File: src/rtl/dis_pkg.sv
package dis_pkg;
   localparam int DIS_CLK_MHZ = 200;
   localparam int DIS_CHANNELS = 8;
   // Debounce and monitor times in microseconds
   localparam int DIS_DB_SHORT_US = 1000;
   localparam int DIS_DB_LONG_US = 3000;
   localparam int DIS_MON_FALL_US = 1000;
   localparam int DIS_MON_RISE_US = 6000;
   localparam int DIS_DB_SHORT_CYC = DIS_DB_SHORT_US * DIS_CLK_MHZ;
   localparam int DIS_DB_LONG_CYC = DIS_DB_LONG_US * DIS_CLK_MHZ;
   localparam int DIS_MON_FALL_CYC = DIS_MON_FALL_US * DIS_CLK_MHZ;
   localparam int DIS_MON_RISE_CYC = DIS_MON_RISE_US * DIS_CLK_MHZ;
   localparam int DIS_CNT_W = 24;

   typedef enum logic [1:0]
   {
      DIS_DB_RESERVED = 2'h0,
      // Code is {select1, select0}; select0 open with select1 grounded bypasses
      DIS_DB_BYPASS = 2'h1,
      DIS_DB_1MS = 2'h2,
      DIS_DB_3MS = 2'h3
   } dis_db_sel_t;

   // Host-side serial port pins
   typedef struct packed
   {
      logic load_n;
      logic shift_clk;
      logic clk_en_n;
      logic serial_input;
   } dis_link_t;

   // Chip health sensing
   typedef struct packed
   {
      logic supply_low;
      logic supply_high;
      logic over_temp;
      logic shutdown_temp;
   } dis_health_t;
endpackage : dis_pkg

File: src/rtl/dis_debounce.sv
`timescale 1ns/1ps
module dis_debounce
#(
   parameter int LONG_CYC = dis_pkg::DIS_DB_LONG_CYC,
   parameter int SHORT_CYC = dis_pkg::DIS_DB_SHORT_CYC
)
(
   input wire logic core_clk_i,
   input wire logic nrst_i,
   input wire logic raw_i,
   input wire dis_pkg::dis_db_sel_t sel_i,
   output logic valid_o
);
   import dis_pkg::*;

   logic [DIS_CNT_W-1:0] cnt_q;
   logic [DIS_CNT_W-1:0] cnt_d;
   logic state_q;
   logic state_d;
   logic [DIS_CNT_W-1:0] limit;

   initial
   begin
      if (LONG_CYC < 1 || SHORT_CYC < 1 || LONG_CYC >= (1 << DIS_CNT_W))
         $error("dis_debounce: bad debounce count");
   end

   always_comb
   begin
      limit = DIS_CNT_W'(LONG_CYC);
      state_d = state_q;
      cnt_d = '0;
      case (sel_i)
         DIS_DB_1MS: limit = DIS_CNT_W'(SHORT_CYC);
         DIS_DB_3MS: limit = DIS_CNT_W'(LONG_CYC);
         // Reserved code treated as longest delay, the safe choice
         default: limit = DIS_CNT_W'(LONG_CYC);
      endcase
      if (sel_i == DIS_DB_BYPASS)
      begin
         state_d = raw_i;
      end
      else if (raw_i != state_q)
      begin
         // Level must persist for the whole time, any bounce restarts
         if (cnt_q + 1'b1 >= limit)
            state_d = raw_i;
         else
            cnt_d = cnt_q + 1'b1;
      end
   end

   always_ff @(posedge core_clk_i)
   begin
      if (!nrst_i)
      begin
         cnt_q <= '0;
         state_q <= 1'b0;
      end
      else
      begin
         cnt_q <= cnt_d;
         state_q <= state_d;
      end
   end

   assign valid_o = state_q;

   debounce_hold_a: assert property (@(posedge core_clk_i) disable iff (!nrst_i)
      (sel_i != DIS_DB_BYPASS && state_q != raw_i && cnt_q + 1'b1 < limit) |=> $stable(state_q))
      else $error("debounced state changed too early");
endmodule : dis_debounce

File: src/rtl/dis_serializer.sv
`timescale 1ns/1ps
module dis_serializer
#(
   parameter int CHANNELS = dis_pkg::DIS_CHANNELS,
   parameter int DB_LONG_CYC = dis_pkg::DIS_DB_LONG_CYC,
   parameter int DB_SHORT_CYC = dis_pkg::DIS_DB_SHORT_CYC,
   parameter int MON_FALL_CYC = dis_pkg::DIS_MON_FALL_CYC,
   parameter int MON_RISE_CYC = dis_pkg::DIS_MON_RISE_CYC
)
(
   input wire logic core_clk_i,
   input wire logic nrst_i,
   input wire logic [CHANNELS-1:0] field_input_i,
   input wire logic debounce_select0_i,
   input wire logic debounce_select1_i,
   input wire dis_pkg::dis_link_t link_i,
   input wire dis_pkg::dis_health_t health_i,
   output logic serial_output_o,
   output logic serial_output_oe_o,
   output logic health_output_o,
   output logic health_output_oe_o,
   output logic [CHANNELS-1:0] status_indicator_return_o
);
   import dis_pkg::*;

   initial
   begin
      if (CHANNELS < 2 || MON_FALL_CYC < 1 || MON_RISE_CYC < 1 || MON_RISE_CYC >= (1 << DIS_CNT_W))
         $error("dis_serializer: bad parameter");
   end

   // Two-flop synchronisers; first stage read only by second
   localparam int SYW = CHANNELS + $bits(dis_db_sel_t) + $bits(dis_link_t) + $bits(dis_health_t);
   logic [SYW-1:0] sync1_q;
   logic [SYW-1:0] sync2_q;
   logic [SYW-1:0] sync_in;
   assign sync_in = {field_input_i, debounce_select1_i, debounce_select0_i, link_i, health_i};

   always_ff @(posedge core_clk_i)
   begin
      if (!nrst_i)
      begin
         sync1_q <= '0;
         sync2_q <= '0;
      end
      else
      begin
         sync1_q <= sync_in;
         sync2_q <= sync1_q;
      end
   end

   logic [CHANNELS-1:0] field_s;
   dis_db_sel_t sel_s;
   dis_link_t link_s;
   dis_health_t health_s;
   logic [$bits(dis_db_sel_t)-1:0] sel_raw;
   // Split mirrors the concatenation above, so no bit positions are written out
   assign {field_s, sel_raw, link_s, health_s} = sync2_q;
   assign sel_s = dis_db_sel_t'(sel_raw);

   logic [CHANNELS-1:0] valid_bits;
   for (genvar g = 0; g < CHANNELS; g++)
   begin : g_db
      dis_debounce #(.LONG_CYC(DB_LONG_CYC), .SHORT_CYC(DB_SHORT_CYC)) u_db
      (
         .core_clk_i(core_clk_i),
         .nrst_i(nrst_i),
         .raw_i(field_s[g]),
         .sel_i(sel_s),
         .valid_o(valid_bits[g])
      );
   end

   // Shift register; bit CHANNELS-1 is the output-side stage
   logic [CHANNELS-1:0] sreg_q;
   logic [CHANNELS-1:0] sreg_d;
   logic sclk_prev_q;
   logic sclk_rise;
   assign sclk_rise = link_s.shift_clk && !sclk_prev_q;

   always_comb
   begin
      sreg_d = sreg_q;
      if (!link_s.load_n)
         sreg_d = valid_bits;
      else if (!link_s.clk_en_n && sclk_rise)
         sreg_d = {sreg_q[CHANNELS-2:0], link_s.serial_input};
   end

   always_ff @(posedge core_clk_i)
   begin
      if (!nrst_i)
      begin
         sreg_q <= '0;
         sclk_prev_q <= 1'b0;
      end
      else
      begin
         sreg_q <= sreg_d;
         sclk_prev_q <= link_s.shift_clk;
      end
   end

   // Supply monitor with asymmetric qualification times
   logic sup_ok_q;
   logic sup_ok_d;
   logic [DIS_CNT_W-1:0] mon_cnt_q;
   logic [DIS_CNT_W-1:0] mon_cnt_d;
   logic shut_q;
   logic shut_d;

   always_comb
   begin
      sup_ok_d = sup_ok_q;
      mon_cnt_d = '0;
      if (sup_ok_q && health_s.supply_low)
      begin
         if (mon_cnt_q + 1'b1 >= DIS_CNT_W'(MON_FALL_CYC))
            sup_ok_d = 1'b0;
         else
            mon_cnt_d = mon_cnt_q + 1'b1;
      end
      else if (!sup_ok_q && health_s.supply_high)
      begin
         if (mon_cnt_q + 1'b1 >= DIS_CNT_W'(MON_RISE_CYC))
            sup_ok_d = 1'b1;
         else
            mon_cnt_d = mon_cnt_q + 1'b1;
      end
      // Shutdown latches until reset; cooling alone does not restart outputs
      shut_d = shut_q | health_s.shutdown_temp;
   end

   always_ff @(posedge core_clk_i)
   begin
      if (!nrst_i)
      begin
         sup_ok_q <= 1'b0;
         mon_cnt_q <= '0;
         shut_q <= 1'b0;
      end
      else
      begin
         sup_ok_q <= sup_ok_d;
         mon_cnt_q <= mon_cnt_d;
         shut_q <= shut_d;
      end
   end

   logic health_q;
   logic sop_q;
   logic [CHANNELS-1:0] ind_q;
   always_ff @(posedge core_clk_i)
   begin
      if (!nrst_i)
      begin
         health_q <= 1'b0;
         sop_q <= 1'b0;
         ind_q <= '0;
      end
      else
      begin
         // Shutdown clears health in the same cycle the drivers are released
         health_q <= sup_ok_q && !health_s.over_temp && !shut_d;
         sop_q <= sreg_d[CHANNELS-1];
         ind_q <= shut_d ? '0 : field_s;
      end
   end

   assign serial_output_o = sop_q;
   assign serial_output_oe_o = !shut_q;
   assign health_output_o = health_q;
   assign health_output_oe_o = !shut_q;
   assign status_indicator_return_o = ind_q;

   load_capture_a: assert property (@(posedge core_clk_i) disable iff (!nrst_i)
      !link_s.load_n |=> sreg_q == $past(valid_bits))
      else $error("parallel load missed");
   shift_step_a: assert property (@(posedge core_clk_i) disable iff (!nrst_i)
      (link_s.load_n && !link_s.clk_en_n && sclk_rise) |=> sreg_q[0] == $past(link_s.serial_input))
      else $error("serial input not shifted in");
   hold_enable_a: assert property (@(posedge core_clk_i) disable iff (!nrst_i)
      (link_s.load_n && link_s.clk_en_n) |=> $stable(sreg_q))
      else $error("register changed while disabled");
   // Output-side stage shows on the pin right after load, before any shift clock
   sop_follow_a: assert property (@(posedge core_clk_i) disable iff (!nrst_i)
      !link_s.load_n |=> serial_output_o == $past(valid_bits[CHANNELS-1]))
      else $error("serial output not at output stage");
   bit_walk_a: assert property (@(posedge core_clk_i) disable iff (!nrst_i)
      (link_s.load_n && !link_s.clk_en_n && sclk_rise) |=> sreg_q[CHANNELS-1] == $past(sreg_q[CHANNELS-2]))
      else $error("shift did not advance toward output");
   supply_fall_a: assert property (@(posedge core_clk_i) disable iff (!nrst_i)
      $fell(sup_ok_q) |-> $past(health_s.supply_low) && $past(mon_cnt_q) == DIS_CNT_W'(MON_FALL_CYC - 1))
      else $error("supply fault not after fall delay");
   supply_rise_a: assert property (@(posedge core_clk_i) disable iff (!nrst_i)
      $rose(sup_ok_q) |-> $past(mon_cnt_q) == DIS_CNT_W'(MON_RISE_CYC - 1))
      else $error("supply ok not after rise delay");
   temp_fault_a: assert property (@(posedge core_clk_i) disable iff (!nrst_i)
      health_s.over_temp |=> !health_output_o)
      else $error("over temperature left health high");
   indicator_a: assert property (@(posedge core_clk_i) disable iff (!nrst_i)
      !shut_d |=> status_indicator_return_o == $past(field_s))
      else $error("indicator not following input");
   shutdown_a: assert property (@(posedge core_clk_i) disable iff (!nrst_i)
      shut_q |-> !serial_output_oe_o && !health_output_oe_o && !health_output_o)
      else $error("outputs driven during shutdown");
endmodule : dis_serializer

File: config.mk
export PLATFORM = sky130hd
export DESIGN_NAME = dis_serializer
export DESIGN_NICKNAME = d
export VERILOG_FILES = /design/src/rtl/dis_pkg.sv /design/src/rtl/dis_debounce.sv /design/src/rtl/dis_serializer.sv
export SDC_FILE = /design/constraint.sdc
export NUM_CORES = 1
export LEC_CHECK = 0
export BUFFER_PORTS_ARGS = -buffer_cell sky130_fd_sc_hd__buf_4
export CORE_ASPECT_RATIO = 1.75
export CORE_MARGIN = 4
export CORE_UTILIZATION = 60
export CTS_CLUSTER_DIAMETER = 100
export DETAILED_ROUTE_END_ITERATION = 10
export PLACE_DENSITY = 0.77
export REMOVE_ABC_BUFFERS = 1
export SLEW_MARGIN = 20
export SYNTH_ARGS = -nofsm -noshare
export SYNTH_HDL_FRONTEND = slang
export SYNTH_SLANG_ARGS = --single-unit
File: constraint.sdc
create_clock -name core_clk_i -period 5.1 [get_ports core_clk_i]
set_input_delay 1.02 -clock core_clk_i [delete_from_list [all_inputs] [get_ports core_clk_i]]
set_output_delay 1.02 -clock core_clk_i [all_outputs]
set_load 0.01 [all_outputs]
Word-level counts from Yosys, hierarchy flattened

Index checks and enable logic that the tools add are counted.

Output and inout bits: 12
Register bits after elaboration: 280
Input bits: 20

$lt $le $gt $ge: 10
Bitwise operators: 10
Reduce and logical (&&, ||, !) cells: 48
Multiplexer cells: 35
Add/subtract/negate cells: 9
Eq/ne operators: 12

Operators with widths:

| operator                                                                               | count |
|---|---|
| 24-bit by 1-bit adder with 24-bit output (second input constant)                       | 9 |
| 24-bit by 20-bit greater-or-equal comparator with 1-bit output                         | 4 |
| 24-bit greater-or-equal comparator                                                     | 4 |
| 24-bit 2-to-1 mux                                                                      | 4 |
| 2-bit nonzero test                                                                     | 18 |
| 4-bit OR reduction                                                                     | 8 |
| 1-bit 2-to-1 mux                                                                       | 28 |
| 24-bit by 18-bit greater-or-equal comparator with 1-bit output (second input constant) | 1 |
| 24-bit by 21-bit greater-or-equal comparator with 1-bit output (second input constant) | 1 |
| 20-bit 2-to-1 mux                                                                      | 1 |
| 8-bit 2-to-1 mux                                                                       | 2 |
| 2-bit AND reduction                                                                    | 8 |
| 1-bit NOT                                                                              | 9 |
| 1-bit inequality test                                                                  | 8 |
| 1-bit logical AND                                                                      | 6 |
| 1-bit logical NOT                                                                      | 6 |
| 2-bit by 1-bit inequality test with 1-bit output (second input constant)               | 2 |
| 3-bit AND reduction                                                                    | 1 |
| 2-bit by 1-bit equality test with 1-bit output (second input constant)                 | 1 |
| 2-bit equality test (second input constant)                                            | 1 |
| 2-bit OR reduction                                                                     | 1 |
| 1-bit bitwise OR                                                                       | 1 |

Longest topological paths before layout

Depth in word-level cells: 6
Mapped depth: 16

By module

A second synthesis with hierarchy kept.

Cell total of the unflattened synthesis: 1607
Area, all modules: 15336.0 µm²

Modules (own cells, without submodules):

| module                           | seq. area each (µm²) | area each (µm²) | times used | cells an instance |
|---|---|---|---|---|
| dis_debounce at g_db[0].u_db ... | 500.5                | 1541.5          | 7          | 162 |
| dis_serializer                   | 1601.5               | 3214.3          | 1          | 329 |
| dis_debounce at g_db[7].u_db     | 500.5                | 1331.3          | 1          | 144 |

Least setup slack after synthesis

No wires, ideal clock.

Path type: register -> register
Start: register sync2_q[8]
End: register g_db[0].u_db.cnt_q[11]
Stages on the path, launching flop included: 12
Period minus slack after synthesis: 3.696 ns
Setup time: 0.065 ns
Arrival: 3.631 ns
Slack: 1.404 ns
Cells stage by stage: dfxtp_1 -> nand2b_1 -> inv_1 -> ha_1 -> and4b_1 -> or4b_1 -> and4_1 -> a2111oi_0 -> o311ai_1 -> or3_1 -> buf_2 -> nor2b_1

Longest elaborated chain between the ends: 4

RTL lines:

| item                                  | line                 | text |
|---|---|---|
| start: declaration                    | dis_serializer.sv:35 | `logic [SYW-1:0] sync2_q;` |
| start signal: assignment              | dis_serializer.sv:49 | `sync2_q <= sync1_q;` |
| 2-bit equality test                   | dis_debounce.sv:33   | `case (sel_i)` |
| 20-bit 2-to-1 mux                     | dis_debounce.sv:33   |  |
| 24-bit greater-or-equal comparator    | dis_debounce.sv:46   | `if (cnt_q + 1'b1 >= limit)` |
| 4-bit OR reduction (no source line) * | --                   |  |
| end signal: assignment                | dis_debounce.sv:62   | `cnt_q <= cnt_d;` |
| end: declaration                      | dis_debounce.sv:16   | `logic [DIS_CNT_W-1:0] cnt_q;` |

Mark *: on every way between the ends. The rest lies on a longest branch, timed or not.
A chain may end at the register's enable or synchronous reset.

Worst setup path after layout

Start: register g_db[0].u_db.cnt_q[5]
End: register g_db[0].u_db.cnt_q[2]

Longest elaborated chain between the ends: 3

RTL lines:

| item                                     | line |
|---|---|
| 24-bit by 1-bit adder with 24-bit output | dis_debounce.sv:46 |
| 24-bit greater-or-equal comparator       | dis_debounce.sv:46 |
| 4-bit OR reduction (no source line)      | -- |

No other way between the ends.

==> results.py <==
metrics = {
    "yosys": {
        "synth_top_area_share": 0.4169,
        "async_flop_share": 0,
        "synth_area_leader_cell": "dfxtp_1",
        "synth.area.top_cells": "dfxtp_1, xnor2_1, xor2_1, ha_1, nor2_1",
        "synth_cell_type_count": 70,
        "syn_area_sq_um": 13440,
        "ys_seq_area_frac": 0.4169,
        "synth-seq-cells": 280,
        "netlist_instances": 1486,
        "synth-edff-count": 0,
        "yosys_warnings": 0,
        "yosys_most_used_dff": "dfxtp_1",
        "syn_avg_cell_area_sq_um": 9.047,
    },
    "grt": {
        "first_global_vias": 10517,
        "overflow": 0,
        "grt_pass1_wl_microns": 45820,
        "grt_max_degree": 34,
        "antenna_found_initial": 0,
        "grt_use_total": 0.2159,
    },
    "clocking": {
        "cts_hold_buffers": 0,
        "cts_sinks": 280,
        "clkTransAtPathRegs_ns": 0.06,
        "post_cts_buffers": 0,
        "cts_root_buf": "clkbuf_16",
        "cts_tree": "done",
        "clk_path_buf_depth": 3,
        "cts_buffers": 26,
        "clk_latency_ns": 0.53,
        "h-tree-depth": 1,
        "cts_resized": 0,
    },
    "worst_setup_path": {
        "critical_path_class": "reg2reg",
        "required_ns": 5.55,
        "endpoint_kind": "register",
        "critPathMaxFanout": 20,
        "critPathLaunchType": "register",
        "cp.arrival_ns": 4.54,
    },
    "finish": {
        "drive_above_1_share": 0.06585,
        "multi_input_area_sq_um": 7612,
        "nFillCells": 1818,
        "area_growth_pct": 11.10,
        "regArea_sq_um": 5605,
        "utilization": 0.6768,
        "antennaDiodeCount": 0,
        "fin_cells": 1845,
        "finalInstanceArea_sq_um": 14940,
        "layout.nets": 1611,
    },
    "sta": {
        "finClkSkew_ns": 0.008648,
        "period_share": 0.8029,
        "setup-violations-final": 0,
        "tns_ns": 0,
        "setup_slack_ns": 1.005,
        "rsz0062_at_grt": "false",
        "hold_slack_ns": 0.4329,
        "worst_pin_slew_ns": 0.9491,
        "slew_violations": 0,
        "fmax_mhz": 244.2,
        "hold_viol_final": 0,
        "fin_crit_ns": 4.095,
        "max_slew_margin": 0.3637,
    },
    "route": {
        "wl_microns": 26920,
        "dr.pass1.iters": 5,
        "detail_route.wl_per_cell_microns": 14.59,
        "drc_errors": 0,
        "vias_per_cell": 5.764,
        "postRouteAntennaNets": 0,
        "vias": 10634,
        "first_iter_violations": 415,
    },
    "power": {
        "ir_worst_vdd_uv": 240.7,
        "power.leakage_nw": 5.568,
        "power_mw": 4.442,
        "powerDensity_nw_per_um2": 297.4,
    },
    "floorplan": {
        "ios": 32,
        "core_area_sq_um": 22070,
        "num_rows": 72,
        "dieArea_sq_um": 24960,
        "chipWidth_microns": 121.2,
        "die_h_microns": 206.0,
        "start_util": 0.6091,
    },
    "place": {
        "place_area_sq_um": 14020,
        "io_buffers": 31,
        "hpwlAfterDp_microns": 19100,
        "place.gp.congestion": 0.8365,
        "dpl.cell_count": 1799,
        "dp_slack_ns": 0.9718,
    },
    "status": {
        "status": "completed",
    },
    "hold_path": {
        "hold_path.class": "reg2reg",
    },
    "flow_run": {
        "cap_violations": 0,
    },
}
==> cells by family (layout without fill, tap and decap cells) <==
family | Yosys count | count (layout) | share of synthesized area
simple gates | 696 | 696 | 0.2823
flops | 280 | 280 | 0.4169
xor+xnor | 174 | 174 | 0.1134
compound gates | 169 | 169 | 0.09288
buf+inv | 90 | 119 | 0.02634
fa+ha+maj | 60 | 60 | 0.05584
mux | 16 | 16 | 0.01210
other cells | 1 | 35 | 0.0002789
==> cell usage after synthesis (31+ instances only) <==
cell type    n
nor3_1      32
inv_1       32
nand3_1     86
clkbuf_1    43
nor4_1      31
nand4_1     44
and2_1      59
and3_1      36
ha_1        60
a211oi_1    32
xor2_1      86
nor2b_1     69
dfxtp_1    280
nand2_1     98
xnor2_1     88
nor2_1     149
==> registers in the layout, indices dropped and copies added (netlist names) <==
name / cells
health_output_o: 1
sync2_q: 18
shut_q: 1
mon_cnt_q: 24
g_db.u_db.valid_o: 8
sup_ok_q: 1
status_indicator_return_o: 8
g_db.u_db.cnt_q: 192
sync1_q: 18
sreg_q: 8
sclk_prev_q: 1
==> cell type report <==
| type | instances | area share |
|---|---|---|
| clock buffers | 39 | 0.05093 |
| multi-input cells | 1150 | 0.5096 |
| well taps | 296 | 0.02479 |
| clock inverters | 7 | 0.01072 |
| inverters | 32 | 0.008042 |
| flip-flops and latches | 280 | 0.3753 |
| repair buffers | 41 | 0.02061 |
==> final timing paths <==
check | startpoint | to | cells past startpoint | slack, ns
worst max-delay path | g_db[0].u_db.cnt_q[5] | g_db[0].u_db.cnt_q[2] | 12 | 1.01
worst min-delay path | sync1_q[7] | sync2_q[7] | 1 | 0.43
worst max register to register | g_db[0].u_db.cnt_q[5] | g_db[0].u_db.cnt_q[2] | 12 | 1.01
worst min register to register | sync1_q[7] | sync2_q[7] | 1 | 0.43
==> worst max-delay path, cell delays in order (launching register included) <==
cell and delay, ns:
dfxtp_1 0.43, nand3_1 0.20, nor3_1 0.48, and4_1 0.28, xor2_1 0.08, ha_1 0.22
nor2_1 0.11, or4b_1 0.43, and4_1 0.22, a2111oi_0 0.48, o311ai_1 0.22, or3_1 0.67
nor2_1 0.20
==> report_power, final <==
| part | switching (mW) | total (mW) | internal [mW] |
|---|---|---|---|
| logic | 0.0578 | 0.110 | 0.0522 |
| registers | 0.0235 | 2.25 | 2.22 |
| clock network | 0.807 | 2.09 | 1.28 |
| total | 0.888 | 4.44 | 3.55 |
==> cells in the final DEF (no fill, tap or decap), types with 5 or more instances in the layout <==
master and count:
o31a_1 5, nand4_1 44, conb_1 35, a211oi_1 32
clkbuf_16 27, a21oi_1 17, and4_1 28, xnor2_1 88
nand3_1 86, or3_1 9, a31oi_1 14, inv_1 32
o31ai_1 7, dfxtp_1 280, a2111oi_0 7, and2_1 59
xor2_1 86, or4_1 8, and4b_1 6, nand2b_1 7
and3_1 36, nor2b_1 69, a21boi_0 5, clkbuf_1 8
ha_1 60, nand2_1 98, o211ai_1 7, mux2i_1 14
nor4_1 31, o21ai_0 24, bufinv_16 5, nor3_1 32
buf_4 41, o21ba_2 7, nand3b_1 5, nor2_1 149
nor4b_1 6
==> layer usage <==
metal,part of all wire,up-vias,global-route usage
met5,0,-,0
met4,0.036,0,0.08774
met3,0.035,88,0.03122
met2,0.53,168,0.4193
met1,0.40,5052,0.2290
li1,-,5326,-
Note: power is estimated with default switching activity, not from simulation.
